<file path="src/hdl/mbpwm_consts.vh">
/*
   Constants of the match based pwm timer: register byte offsets on the
   APB window, control and selection field positions, reset values.
   Assumes it is included by bare name from the design files.
*/
`ifndef MBPWM_CONSTS_VH
`define MBPWM_CONSTS_VH

// register byte offsets (word aligned)
`define MBPWM_OFF_STATUS    8'h00
`define MBPWM_OFF_CTRL      8'h04
`define MBPWM_OFF_COUNT     8'h08
`define MBPWM_OFF_PRESCALE  8'h0c
`define MBPWM_OFF_PRECOUNT  8'h10
`define MBPWM_OFF_MATCHCTL  8'h14
`define MBPWM_OFF_MATCH0    8'h18
`define MBPWM_OFF_MATCH6    8'h30
`define MBPWM_OFF_PWMSEL    8'h34
`define MBPWM_OFF_RELEASE   8'h38
`define MBPWM_OFF_MASK      8'h3c

// control register fields
`define MBPWM_CTRL_EN       0
`define MBPWM_CTRL_CRST     1
`define MBPWM_CTRL_PWM      3

// match control: three bits per match register
`define MBPWM_MC_INT        0
`define MBPWM_MC_RST        1
`define MBPWM_MC_STOP       2
`define MBPWM_MC_W          3

// pwm select: double edge bits 2..6, output enables from bit 9
`define MBPWM_SEL_DBL       0
`define MBPWM_SEL_OE        8
`define MBPWM_SEL_MASK      15'h7e7c

// reset values
`define MBPWM_RST_CTRL      4'h0
`define MBPWM_RST_WORD      32'h00000000
`define MBPWM_RST_SEL       15'h0000
`define MBPWM_RST_FLAGS     7'h00
`define MBPWM_RST_MCTL      21'h000000

`endif

</file>
<file path="src/hdl/mbpwm_chan.v">
/*
   One modulated output of the match based pwm timer: single or double
   edge control. Assumes match events are one-cycle pulses on the same
   clock and that the cycle start event is the period match.
*/
`timescale 1ns/1ps
`default_nettype none

module mbpwm_chan
(
   input  wire clk_i,      // system clock
   input  wire rst_n_i,    // synchronous reset, active low
   input  wire pwm_en_i,   // modulation mode on
   input  wire out_en_i,   // this output enabled
   input  wire dbl_i,      // double edge mode
   input  wire start_ev_i, // cycle period match
   input  wire rise_ev_i,  // rising edge match in double mode
   input  wire fall_ev_i,  // falling edge match
   output reg  pwm_o       // modulated level
);

   wire set_ev;

   assign set_ev = dbl_i ? rise_ev_i : start_ev_i;

   always @(posedge clk_i)
   begin
      if (!rst_n_i)
         pwm_o <= 1'b0;
      else if (!(pwm_en_i && out_en_i))
         pwm_o <= 1'b0;
      // falling match wins a tie, so equal edges give a constant low
      else if (fall_ev_i)
         pwm_o <= 1'b0;
      else if (set_ev)
         pwm_o <= 1'b1;
   end
   // rise before fall gives a positive pulse, fall first a negative one

endmodule // mbpwm_chan

`default_nettype wire

</file>
<file path="src/hdl/mbpwm_top.v">
/*
   Match based pwm timer: prescaled 32-bit counter, seven match registers
   with shadow copies, six modulated outputs, APB register slave and a
   level interrupt. Assumes one clock, an APB master on the same clock and
   external circuits on the outputs.
*/
// The APB interface to the registers and the address map were decided locally.
// Contract
// - count on clock, compare seven matches
// - 32-bit counter behind 32-bit prescaler
// - period match clears the count
// - single edge outputs rise at cycle start
// - one match per single edge output
// - two matches per double edge output
// - rise first positive, fall first negative
// - six single, three double, or mix
// - match continues, stops or resets, optional interrupt
// - all outputs share one period
// - any whole count for period, width
// - new matches applied at cycle start
// - plain timer when modulation disabled
// - all match events into one interrupt
`timescale 1ns/1ps
`default_nettype none
`include "mbpwm_consts.vh"

module mbpwm_top
#(
   parameter NMATCH = 7, // match registers
   parameter NOUT   = 6  // modulated outputs
)
(
   input  wire        CLK_SYS_I,   // system clock, 125 MHz
   input  wire        RST_N_I,     // synchronous reset, active low
   input  wire        PSEL_I,      // apb select
   input  wire        PENABLE_I,   // apb access phase
   input  wire        PWRITE_I,    // apb write
   input  wire [7:0]  PADDR_I,     // apb byte address
   input  wire [31:0] PWDATA_I,    // apb write data
   output reg  [31:0] PRDATA_O,    // apb read data
   output reg         PREADY_O,    // apb ready
   output reg         PSLVERR_O,   // apb error, unmapped address
   output reg         IRQ_O,       // interrupt, level high
   output wire [5:0]  PWM_O        // modulated outputs 1..6
);

   // apb decode
   wire        setup;
   wire        wr_acc;
   wire        rd_acc;
   wire        hit;
   wire [5:0]  widx;
   reg  [31:0] rd_mux;

   // control and state
   reg         en_q;
   reg         crst_q;
   reg         pwm_en_q;
   reg  [31:0] tc_q;
   reg  [31:0] pr_q;
   reg  [31:0] pc_q;
   reg  [20:0] mctl_q;
   reg  [14:0] sel_q;
   reg  [6:0]  rel_q;
   reg  [6:0]  flag_q;
   reg  [6:0]  mask_q;
   reg  [6:0]  rel_d;
   reg  [6:0]  flag_d;
   reg  [6:0]  clr_flags;

   // match events
   wire        tick;
   wire [6:0]  ev;
   wire [6:0]  m_int;
   wire [6:0]  m_rst;
   wire [6:0]  m_stp;
   wire        cyc_start;
   wire        rst_m;
   wire        stop_m;
   wire [6:0]  apply;
   wire [223:0] sh_flat;

   assign setup  = PSEL_I & ~PENABLE_I;
   assign wr_acc = PSEL_I & PENABLE_I & PREADY_O & PWRITE_I & ~PSLVERR_O;
   assign rd_acc = PSEL_I & PENABLE_I & PREADY_O & ~PWRITE_I & ~PSLVERR_O;
   assign widx   = PADDR_I[7:2];
   assign hit    = (PADDR_I[1:0] == 2'b00) && (PADDR_I <= `MBPWM_OFF_MASK);

   // prescaler rolls over when it reaches the programmed limit; at or past
   // it, so a smaller limit written mid-count cannot stall the count
   assign tick = en_q & ~crst_q & (pc_q >= pr_q);

   genvar g;
   generate
      for (g = 0; g < NMATCH; g = g + 1)
      begin : gm
         reg [31:0] sh_q;
         reg [31:0] act_q;
         // byte offset of this match word, sliced on purpose below
         wire [31:0] moff;
         assign moff = g * 4;
         assign sh_flat[g*32 +: 32]  = sh_q;
         assign ev[g]    = tick & (tc_q == act_q);
         assign m_int[g] = mctl_q[g*`MBPWM_MC_W + `MBPWM_MC_INT];
         assign m_rst[g] = mctl_q[g*`MBPWM_MC_W + `MBPWM_MC_RST];
         assign m_stp[g] = mctl_q[g*`MBPWM_MC_W + `MBPWM_MC_STOP];

         always @(posedge CLK_SYS_I)
         begin
            if (!RST_N_I)
            begin
               sh_q  <= `MBPWM_RST_WORD;
               act_q <= `MBPWM_RST_WORD;
            end
            else
            begin
               if (wr_acc && (PADDR_I == `MBPWM_OFF_MATCH0 + moff[7:0]))
                  sh_q <= PWDATA_I;
               // timer mode takes values at once; pwm mode waits for release
               if (!pwm_en_q)
                  act_q <= sh_q;
               else if (apply[g])
                  act_q <= sh_q;
            end
         end
      end
   endgenerate

   // modulation forces the period match to reset the count
   assign cyc_start = ev[0];
   assign rst_m     = |(ev & m_rst) | (pwm_en_q & cyc_start);
   assign stop_m    = |(ev & m_stp);
   // released values go live only at the cycle boundary
   assign apply     = {7{pwm_en_q & cyc_start}} & rel_q;

   // counter and prescaler
   always @(posedge CLK_SYS_I)
   begin
      if (!RST_N_I)
      begin
         tc_q <= `MBPWM_RST_WORD;
         pc_q <= `MBPWM_RST_WORD;
      end
      // a count write restarts the prescale phase too
      else if (wr_acc && PADDR_I == `MBPWM_OFF_COUNT)
      begin
         tc_q <= PWDATA_I;
         pc_q <= `MBPWM_RST_WORD;
      end
      else if (crst_q)
      begin
         tc_q <= `MBPWM_RST_WORD;
         pc_q <= `MBPWM_RST_WORD;
      end
      else if (en_q)
      begin
         if (tick)
         begin
            pc_q <= `MBPWM_RST_WORD;
            // wraps at the full width when no period is set
            tc_q <= rst_m ? `MBPWM_RST_WORD : tc_q + 32'h00000001;
         end
         else
            pc_q <= pc_q + 32'h00000001;
      end
   end

   // control registers
   always @(posedge CLK_SYS_I)
   begin
      if (!RST_N_I)
      begin
         en_q     <= 1'b0;
         crst_q   <= 1'b0;
         pwm_en_q <= 1'b0;
         pr_q     <= `MBPWM_RST_WORD;
         mctl_q   <= `MBPWM_RST_MCTL;
         sel_q    <= `MBPWM_RST_SEL;
         mask_q   <= `MBPWM_RST_FLAGS;
      end
      else
      begin
         // a software enable in the stop cycle wins
         if (wr_acc && PADDR_I == `MBPWM_OFF_CTRL)
         begin
            en_q     <= PWDATA_I[`MBPWM_CTRL_EN];
            crst_q   <= PWDATA_I[`MBPWM_CTRL_CRST];
            pwm_en_q <= PWDATA_I[`MBPWM_CTRL_PWM];
         end
         else if (stop_m)
            en_q <= 1'b0;
         if (wr_acc && PADDR_I == `MBPWM_OFF_PRESCALE)
            pr_q <= PWDATA_I;
         if (wr_acc && PADDR_I == `MBPWM_OFF_MATCHCTL)
            mctl_q <= PWDATA_I[20:0];
         // output 1 has no double edge pair, so its bit stays zero
         if (wr_acc && PADDR_I == `MBPWM_OFF_PWMSEL)
            sel_q <= PWDATA_I[14:0] & `MBPWM_SEL_MASK;
         if (wr_acc && PADDR_I == `MBPWM_OFF_MASK)
            mask_q <= PWDATA_I[6:0];
      end
   end

   // release bits and sticky flags: a set wins over a clear in the same cycle
   always @*
   begin
      rel_d = rel_q & ~apply;
      if (wr_acc && PADDR_I == `MBPWM_OFF_RELEASE)
         rel_d = rel_d | PWDATA_I[6:0];
      clr_flags = 7'h00;
      if (wr_acc && PADDR_I == `MBPWM_OFF_STATUS)
         clr_flags = PWDATA_I[6:0];
      // only the bits software actually saw are cleared by a read
      else if (rd_acc && PADDR_I == `MBPWM_OFF_STATUS)
         clr_flags = PRDATA_O[6:0];
      flag_d = (flag_q & ~clr_flags) | (ev & m_int);
   end

   always @(posedge CLK_SYS_I)
   begin
      if (!RST_N_I)
      begin
         rel_q  <= `MBPWM_RST_FLAGS;
         flag_q <= `MBPWM_RST_FLAGS;
         IRQ_O  <= 1'b0;
      end
      else
      begin
         rel_q  <= rel_d;
         flag_q <= flag_d;
         // one line for all seven matches
         IRQ_O  <= |(flag_q & mask_q);
      end
   end

   // read mux, sampled in the setup phase
   always @*
   begin
      rd_mux = 32'h00000000;
      case (PADDR_I)
         `MBPWM_OFF_STATUS:   rd_mux = {25'h0000000, flag_q};
         `MBPWM_OFF_CTRL:     rd_mux = {28'h0000000, pwm_en_q, 1'b0, crst_q, en_q};
         `MBPWM_OFF_COUNT:    rd_mux = tc_q;
         `MBPWM_OFF_PRESCALE: rd_mux = pr_q;
         `MBPWM_OFF_PRECOUNT: rd_mux = pc_q;
         `MBPWM_OFF_MATCHCTL: rd_mux = {11'h000, mctl_q};
         `MBPWM_OFF_PWMSEL:   rd_mux = {17'h00000, sel_q};
         `MBPWM_OFF_RELEASE:  rd_mux = {25'h0000000, rel_q};
         `MBPWM_OFF_MASK:     rd_mux = {25'h0000000, mask_q};
         default:
         begin
            // match shadows take one word each from the first match upward
            if (hit && PADDR_I >= `MBPWM_OFF_MATCH0)
               rd_mux = sh_flat[(widx - 6'h06)*32 +: 32];
            else
               rd_mux = 32'h00000000;
         end
      endcase
   end

   // apb answer: ready and error come up in the access phase, no wait
   always @(posedge CLK_SYS_I)
   begin
      if (!RST_N_I)
      begin
         PRDATA_O  <= `MBPWM_RST_WORD;
         PREADY_O  <= 1'b0;
         PSLVERR_O <= 1'b0;
      end
      else
      begin
         PREADY_O  <= setup;
         PSLVERR_O <= setup & ~hit;
         if (setup)
            PRDATA_O <= hit ? rd_mux : 32'h00000000;
      end
   end

   // modulated outputs, one period for all of them
   generate
      for (g = 1; g <= NOUT; g = g + 1)
      begin : go
         mbpwm_chan u_chan
         (
            .clk_i      (CLK_SYS_I),
            .rst_n_i    (RST_N_I),
            .pwm_en_i   (pwm_en_q),
            .out_en_i   (sel_q[`MBPWM_SEL_OE + g]),
            .dbl_i      (sel_q[`MBPWM_SEL_DBL + g]),
            .start_ev_i (cyc_start),
            .rise_ev_i  (ev[g-1]),
            .fall_ev_i  (ev[g]),
            .pwm_o      (PWM_O[g-1])
         );
      end
   endgenerate

endmodule // mbpwm_top

`default_nettype wire

</file>
<file path="config.mk">
export PLATFORM = sky130hd
export DESIGN_NAME = mbpwm_top
export DESIGN_NICKNAME = d
export VERILOG_FILES = /design/src/hdl/mbpwm_chan.v /design/src/hdl/mbpwm_top.v
export VERILOG_INCLUDE_DIRS = /design/src /design/src/hdl
export SDC_FILE = /design/constraint.sdc
export NUM_CORES = 2
export LEC_CHECK = 0
export ABC_AREA = 1
export BUFFER_PORTS_ARGS = -buffer_cell sky130_fd_sc_hd__buf_2
export CAP_MARGIN = 20
export CORE_MARGIN = 1.5
export CORE_UTILIZATION = 40
export DETAILED_ROUTE_END_ITERATION = 10
export PLACE_DENSITY = 0.65
export SLEW_MARGIN = 10
export SYNTH_ARGS = -nofsm -noshare
export SYNTH_HDL_FRONTEND = slang
export SYNTH_HIERARCHICAL = 1
export SYNTH_SLANG_ARGS = --single-unit
</file>
<file path="constraint.sdc">
create_clock -name CLK_SYS_I -period 2.47 [get_ports CLK_SYS_I]
set_clock_uncertainty 0.2 [all_clocks]
set_input_delay 0.3705 -clock CLK_SYS_I [delete_from_list [all_inputs] [get_ports CLK_SYS_I]]
set_output_delay 0.3705 -clock CLK_SYS_I [all_outputs]
set_load 0.03 [all_outputs]
</file>
==> impl_metrics.tcl <==
set metrics [dict create \
    outcome "finished with violations" \
    violations "negative setup slack" \
    cts_buffers 72 \
    grt_pass1_vias 29670 \
    cpMostUsedCell "nand2_4" \
    p_total_w 0.02316 \
    rows 102 \
    synth_compound_area_share_pct 22.31 \
    grt_util_all_layers_pct 29.25 \
    max_freq_mhz 360.6 \
    drt-total-wl_um 119200 \
    place.gp.congestion 1.012 \
    drv_slew 0 \
    critPathBufInv 5 \
    cts_sinks 641 \
    critPathArrivalTime_ps 3090 \
    area_delta_synth_final_pct 29.28 \
    via_per_inst 5.441 \
    async_flop_share_pct 0 \
    synth_adder_area_share_pct 1.400 \
    nets 4834 \
    drt_iter0_markers 3314 \
    clock_path_buffers 3 \
    p_per_area_nw_per_um2 572.6 \
    setup_tns_ps -59120 \
    yosys_warnings 6 \
    yosysSeqAreaShare_pct 41.02 \
    synth-simple-area-share_pct 18.98 \
    required_ps 2790 \
    crit_type "reg -> reg" \
    netSwitchingPower_w 0.005619 \
    clk_pin_slew_ps 60 \
    htree_levels 3 \
    nFillCells 7459 \
    swShare_pct 24.26 \
    clock_latency_ps 650 \
    cp_slowest_stage_delay_ps 330 \
    cap_violations 0 \
    ir_drop_mv 0.5120 \
    r2r-start "pr_q[29]$_SDFFE_PN0P_" \
    synth_top_family_by_area "compound AO/OA/AOI/OAI gates" \
    dr.pass1.iters 7 \
    synth_xor_area_share_pct 6.720 \
    avgSynthCellArea_um2 7.148 \
    fp.dieW_um 282.6 \
    crit_start "pr_q[29]$_SDFFE_PN0P_" \
    critPathCaptureType "flop" \
    worstPathMaxFanout 8 \
    tightestPinTransition_ps 813.0 \
    synth_edf_count 0 \
    dp_hpwl_um 84090 \
    synthCells 4376 \
    leakagePower_nw 15.63 \
    grt_first_pass_wirelength_um 178900 \
    clockPowerShare_pct 49.6 \
    fp.dieArea_um2 79890 \
    min_period_ps 2773 \
    root_buffer "clkbuf_16" \
    cp_cell_sequence "inv_1 -> ha_4 -> nand2_1 -> nor2_2 -> nand2_1 -> nor2_1 -> buf_4 -> nand2_2 -> nand2_4 -> nand2_4 -> nor3_4 -> buf_6 -> nand2_4 -> nand2_8 -> clkinv_8 -> clkbuf_16 -> nor2_4 -> nor2_1" \
    ys.flop_type "dfxtp_1" \
    start_util_pct 40.38 \
    core_um2 77470 \
    fin_ws_ps -302.8 \
    holdCritStartpoint "PWDATA_I[2]" \
    rsz0062_at_grt "true" \
    grt-ovfl-total 0 \
    synth_mux_area_share_pct 0 \
    ys_ff_latch 641 \
    power_frac_seq_pct 44.7 \
    fin_crit_sh_pct 112.3 \
    final_area_um2 40440 \
    p_int_w 0.01754 \
    cts_tree "built" \
    relSlewSlack_pct 45.73 \
    dieHeight_um 282.6 \
    drive_above_1_share_pct 20.59 \
    design.portCount 86 \
    whs_ps 24.60 \
    yosysUniqueCellTypes 52 \
    antenna_cells 0 \
    setup_viol_count_final 272 \
    cp_top_family "simple AND/OR/NAND/NOR gates" \
    dp_slack_ps -575.9 \
    vias 31820 \
    slowest_stage "dfxtp_1" \
    route.detailed.drc 0 \
    final_hold_viol_count 0 \
    grt_max_degree 113 \
    antenna_found_initial 1 \
    wire_per_inst_um 20.38 \
    p_comb_share_pct 5.8 \
    worstSetupStartpointType "flop" \
    worstHoldPathType "in -> reg" \
    post_dp_cell_area_um2 36060 \
    port_buffers 85 \
    syn_area_um2 31280 \
    postRouteAntennaNets 0 \
]
==> kinds of logic after synthesis <==
group	after synthesis
AND/OR/NAND/NOR	1397
AO/OA/AOI/OAI	1320
buffers and inverters	742
flip-flops	641
XOR/XNOR	240
adder cells (fa/ha/maj)	35
other	1
==> layout by cell type (no fill, tap or decap), types with 11 or more instances in the layout <==
master,netlist,final
xor2_1,85,85
nand3_2,2,13
buf_2,76,83
o22ai_1,52,52
nor2_2,12,84
o21ai_1,66,85
dlygate4sd3_1,0,29
nor4_1,20,20
a21oi_1,507,484
nand4_1,68,68
xnor2_1,155,155
nand3_1,114,101
inv_1,414,405
o211ai_1,28,28
dfxtp_1,641,626
clkbuf_16,0,76
a21oi_2,1,18
nand2_2,11,21
buf_6,4,11
buf_4,17,395
nand2_1,396,380
nor2_1,688,563
inv_2,22,28
clkinv_2,0,17
dfxtp_2,0,14
clkbuf_8,0,17
buf_12,0,71
ha_1,35,26
a221oi_1,41,41
nor3_1,50,42
nor2_4,3,56
o21ai_0,601,581
==> synthesized netlist by cell type (22+ instances only) <==
cell type  count  share of area [%]
a221oi_1      41                1.1
nand2_1      396                4.8
buf_2         76                1.2
nor3_1        50               0.80
o211ai_1      28               0.67
xor2_1        85                2.4
clkbuf_1     188                2.3
inv_2         22               0.26
nand3_1      114                1.8
xnor2_1      155                4.3
a21oi_1      507                8.1
dfxtp_1      641                 41
o21ai_0      601                9.6
nand4_1       68                1.4
inv_1        414                5.0
o22ai_1       52                1.0
o21ai_1       66                1.1
ha_1          35                1.4
nor2_1       688                8.3
==> worst min-delay path: stages <==
cell and delay [ps]:
buf_2 100, inv_1 170, a21oi_1 170
==> routing by layer <==
layer | track usage, % | part of all wire, % | up-vias
met3 | 5.294 | 8.2 | 327
met5 | 0 | 0 | -
li1 | - | - | 15250
met4 | 15.41 | 5.6 | 0
met1 | 37.77 | 41 | 14840
met2 | 46.39 | 45 | 1414
==> sequential cells by signal, summed over array words and instances (netlist names), 11 cells and up <==
name / count
gm.act_q: 224
gm.sh_q: 224
PRDATA_O: 32
pc_q: 32
pr_q: 32
tc_q: 32
mctl_q: 21
sel_q: 11
==> path summary, 6_finish.rpt <==
kind / endpoint / slack (ps) / cells after the start
worst max-delay path: gm[1].act_q[12]$_SDFFE_PN0P_ / -300 / 18
worst min-delay path: pr_q[2]$_SDFFE_PN0P_ / 20 / 3
worst max register to register: gm[1].act_q[12]$_SDFFE_PN0P_ / -300 / 18
worst min register to register: PRDATA_O[26]$_SDFFE_PN0P_ / 260 / 2
==> metrics by stage <==
stage	util, %	instances
finish	52.20	5849
global route	52.20	5849
CTS	51.55	5844
detailed placement	46.55	5668
global placement	46.55	5668
floorplan	-	4377
==> power by group through the flow <==
stage                     Clock, W  Combinational, W  Sequential (W)
final                       0.0115           0.00133          0.0103
after floorplan                  0          0.000581          0.0106
after global routing        0.0120           0.00141          0.0103
after detailed placement         0           0.00126          0.0106
after global placement           0           0.00125          0.0106
after CTS                   0.0116           0.00130          0.0103
==> area by class of cell <==
cell class	count	area (um^2)	area share, %
clock buffers	98	2091	5.170
clock inverters	31	429.2	1.061
inverters	440	1687	4.171
multi-input cells	2994	16500	40.80
flip-flops and latches	641	12850	31.79
well taps	1040	1301	3.218
repair buffers	605	5579	13.80
==> what timing repair did <==
item | in CTS | in global routing
hold buffers | 29 | 0
cloned | 9 | 3
endpoints found under the hold margin | 174 | 0
gates resized for setup | 199 | 147
buffers inserted | 10 | 5
endpoints found under the setup margin | 307 | 310
pin swaps | 32 | 17
(Power assumes the default switching activity.)
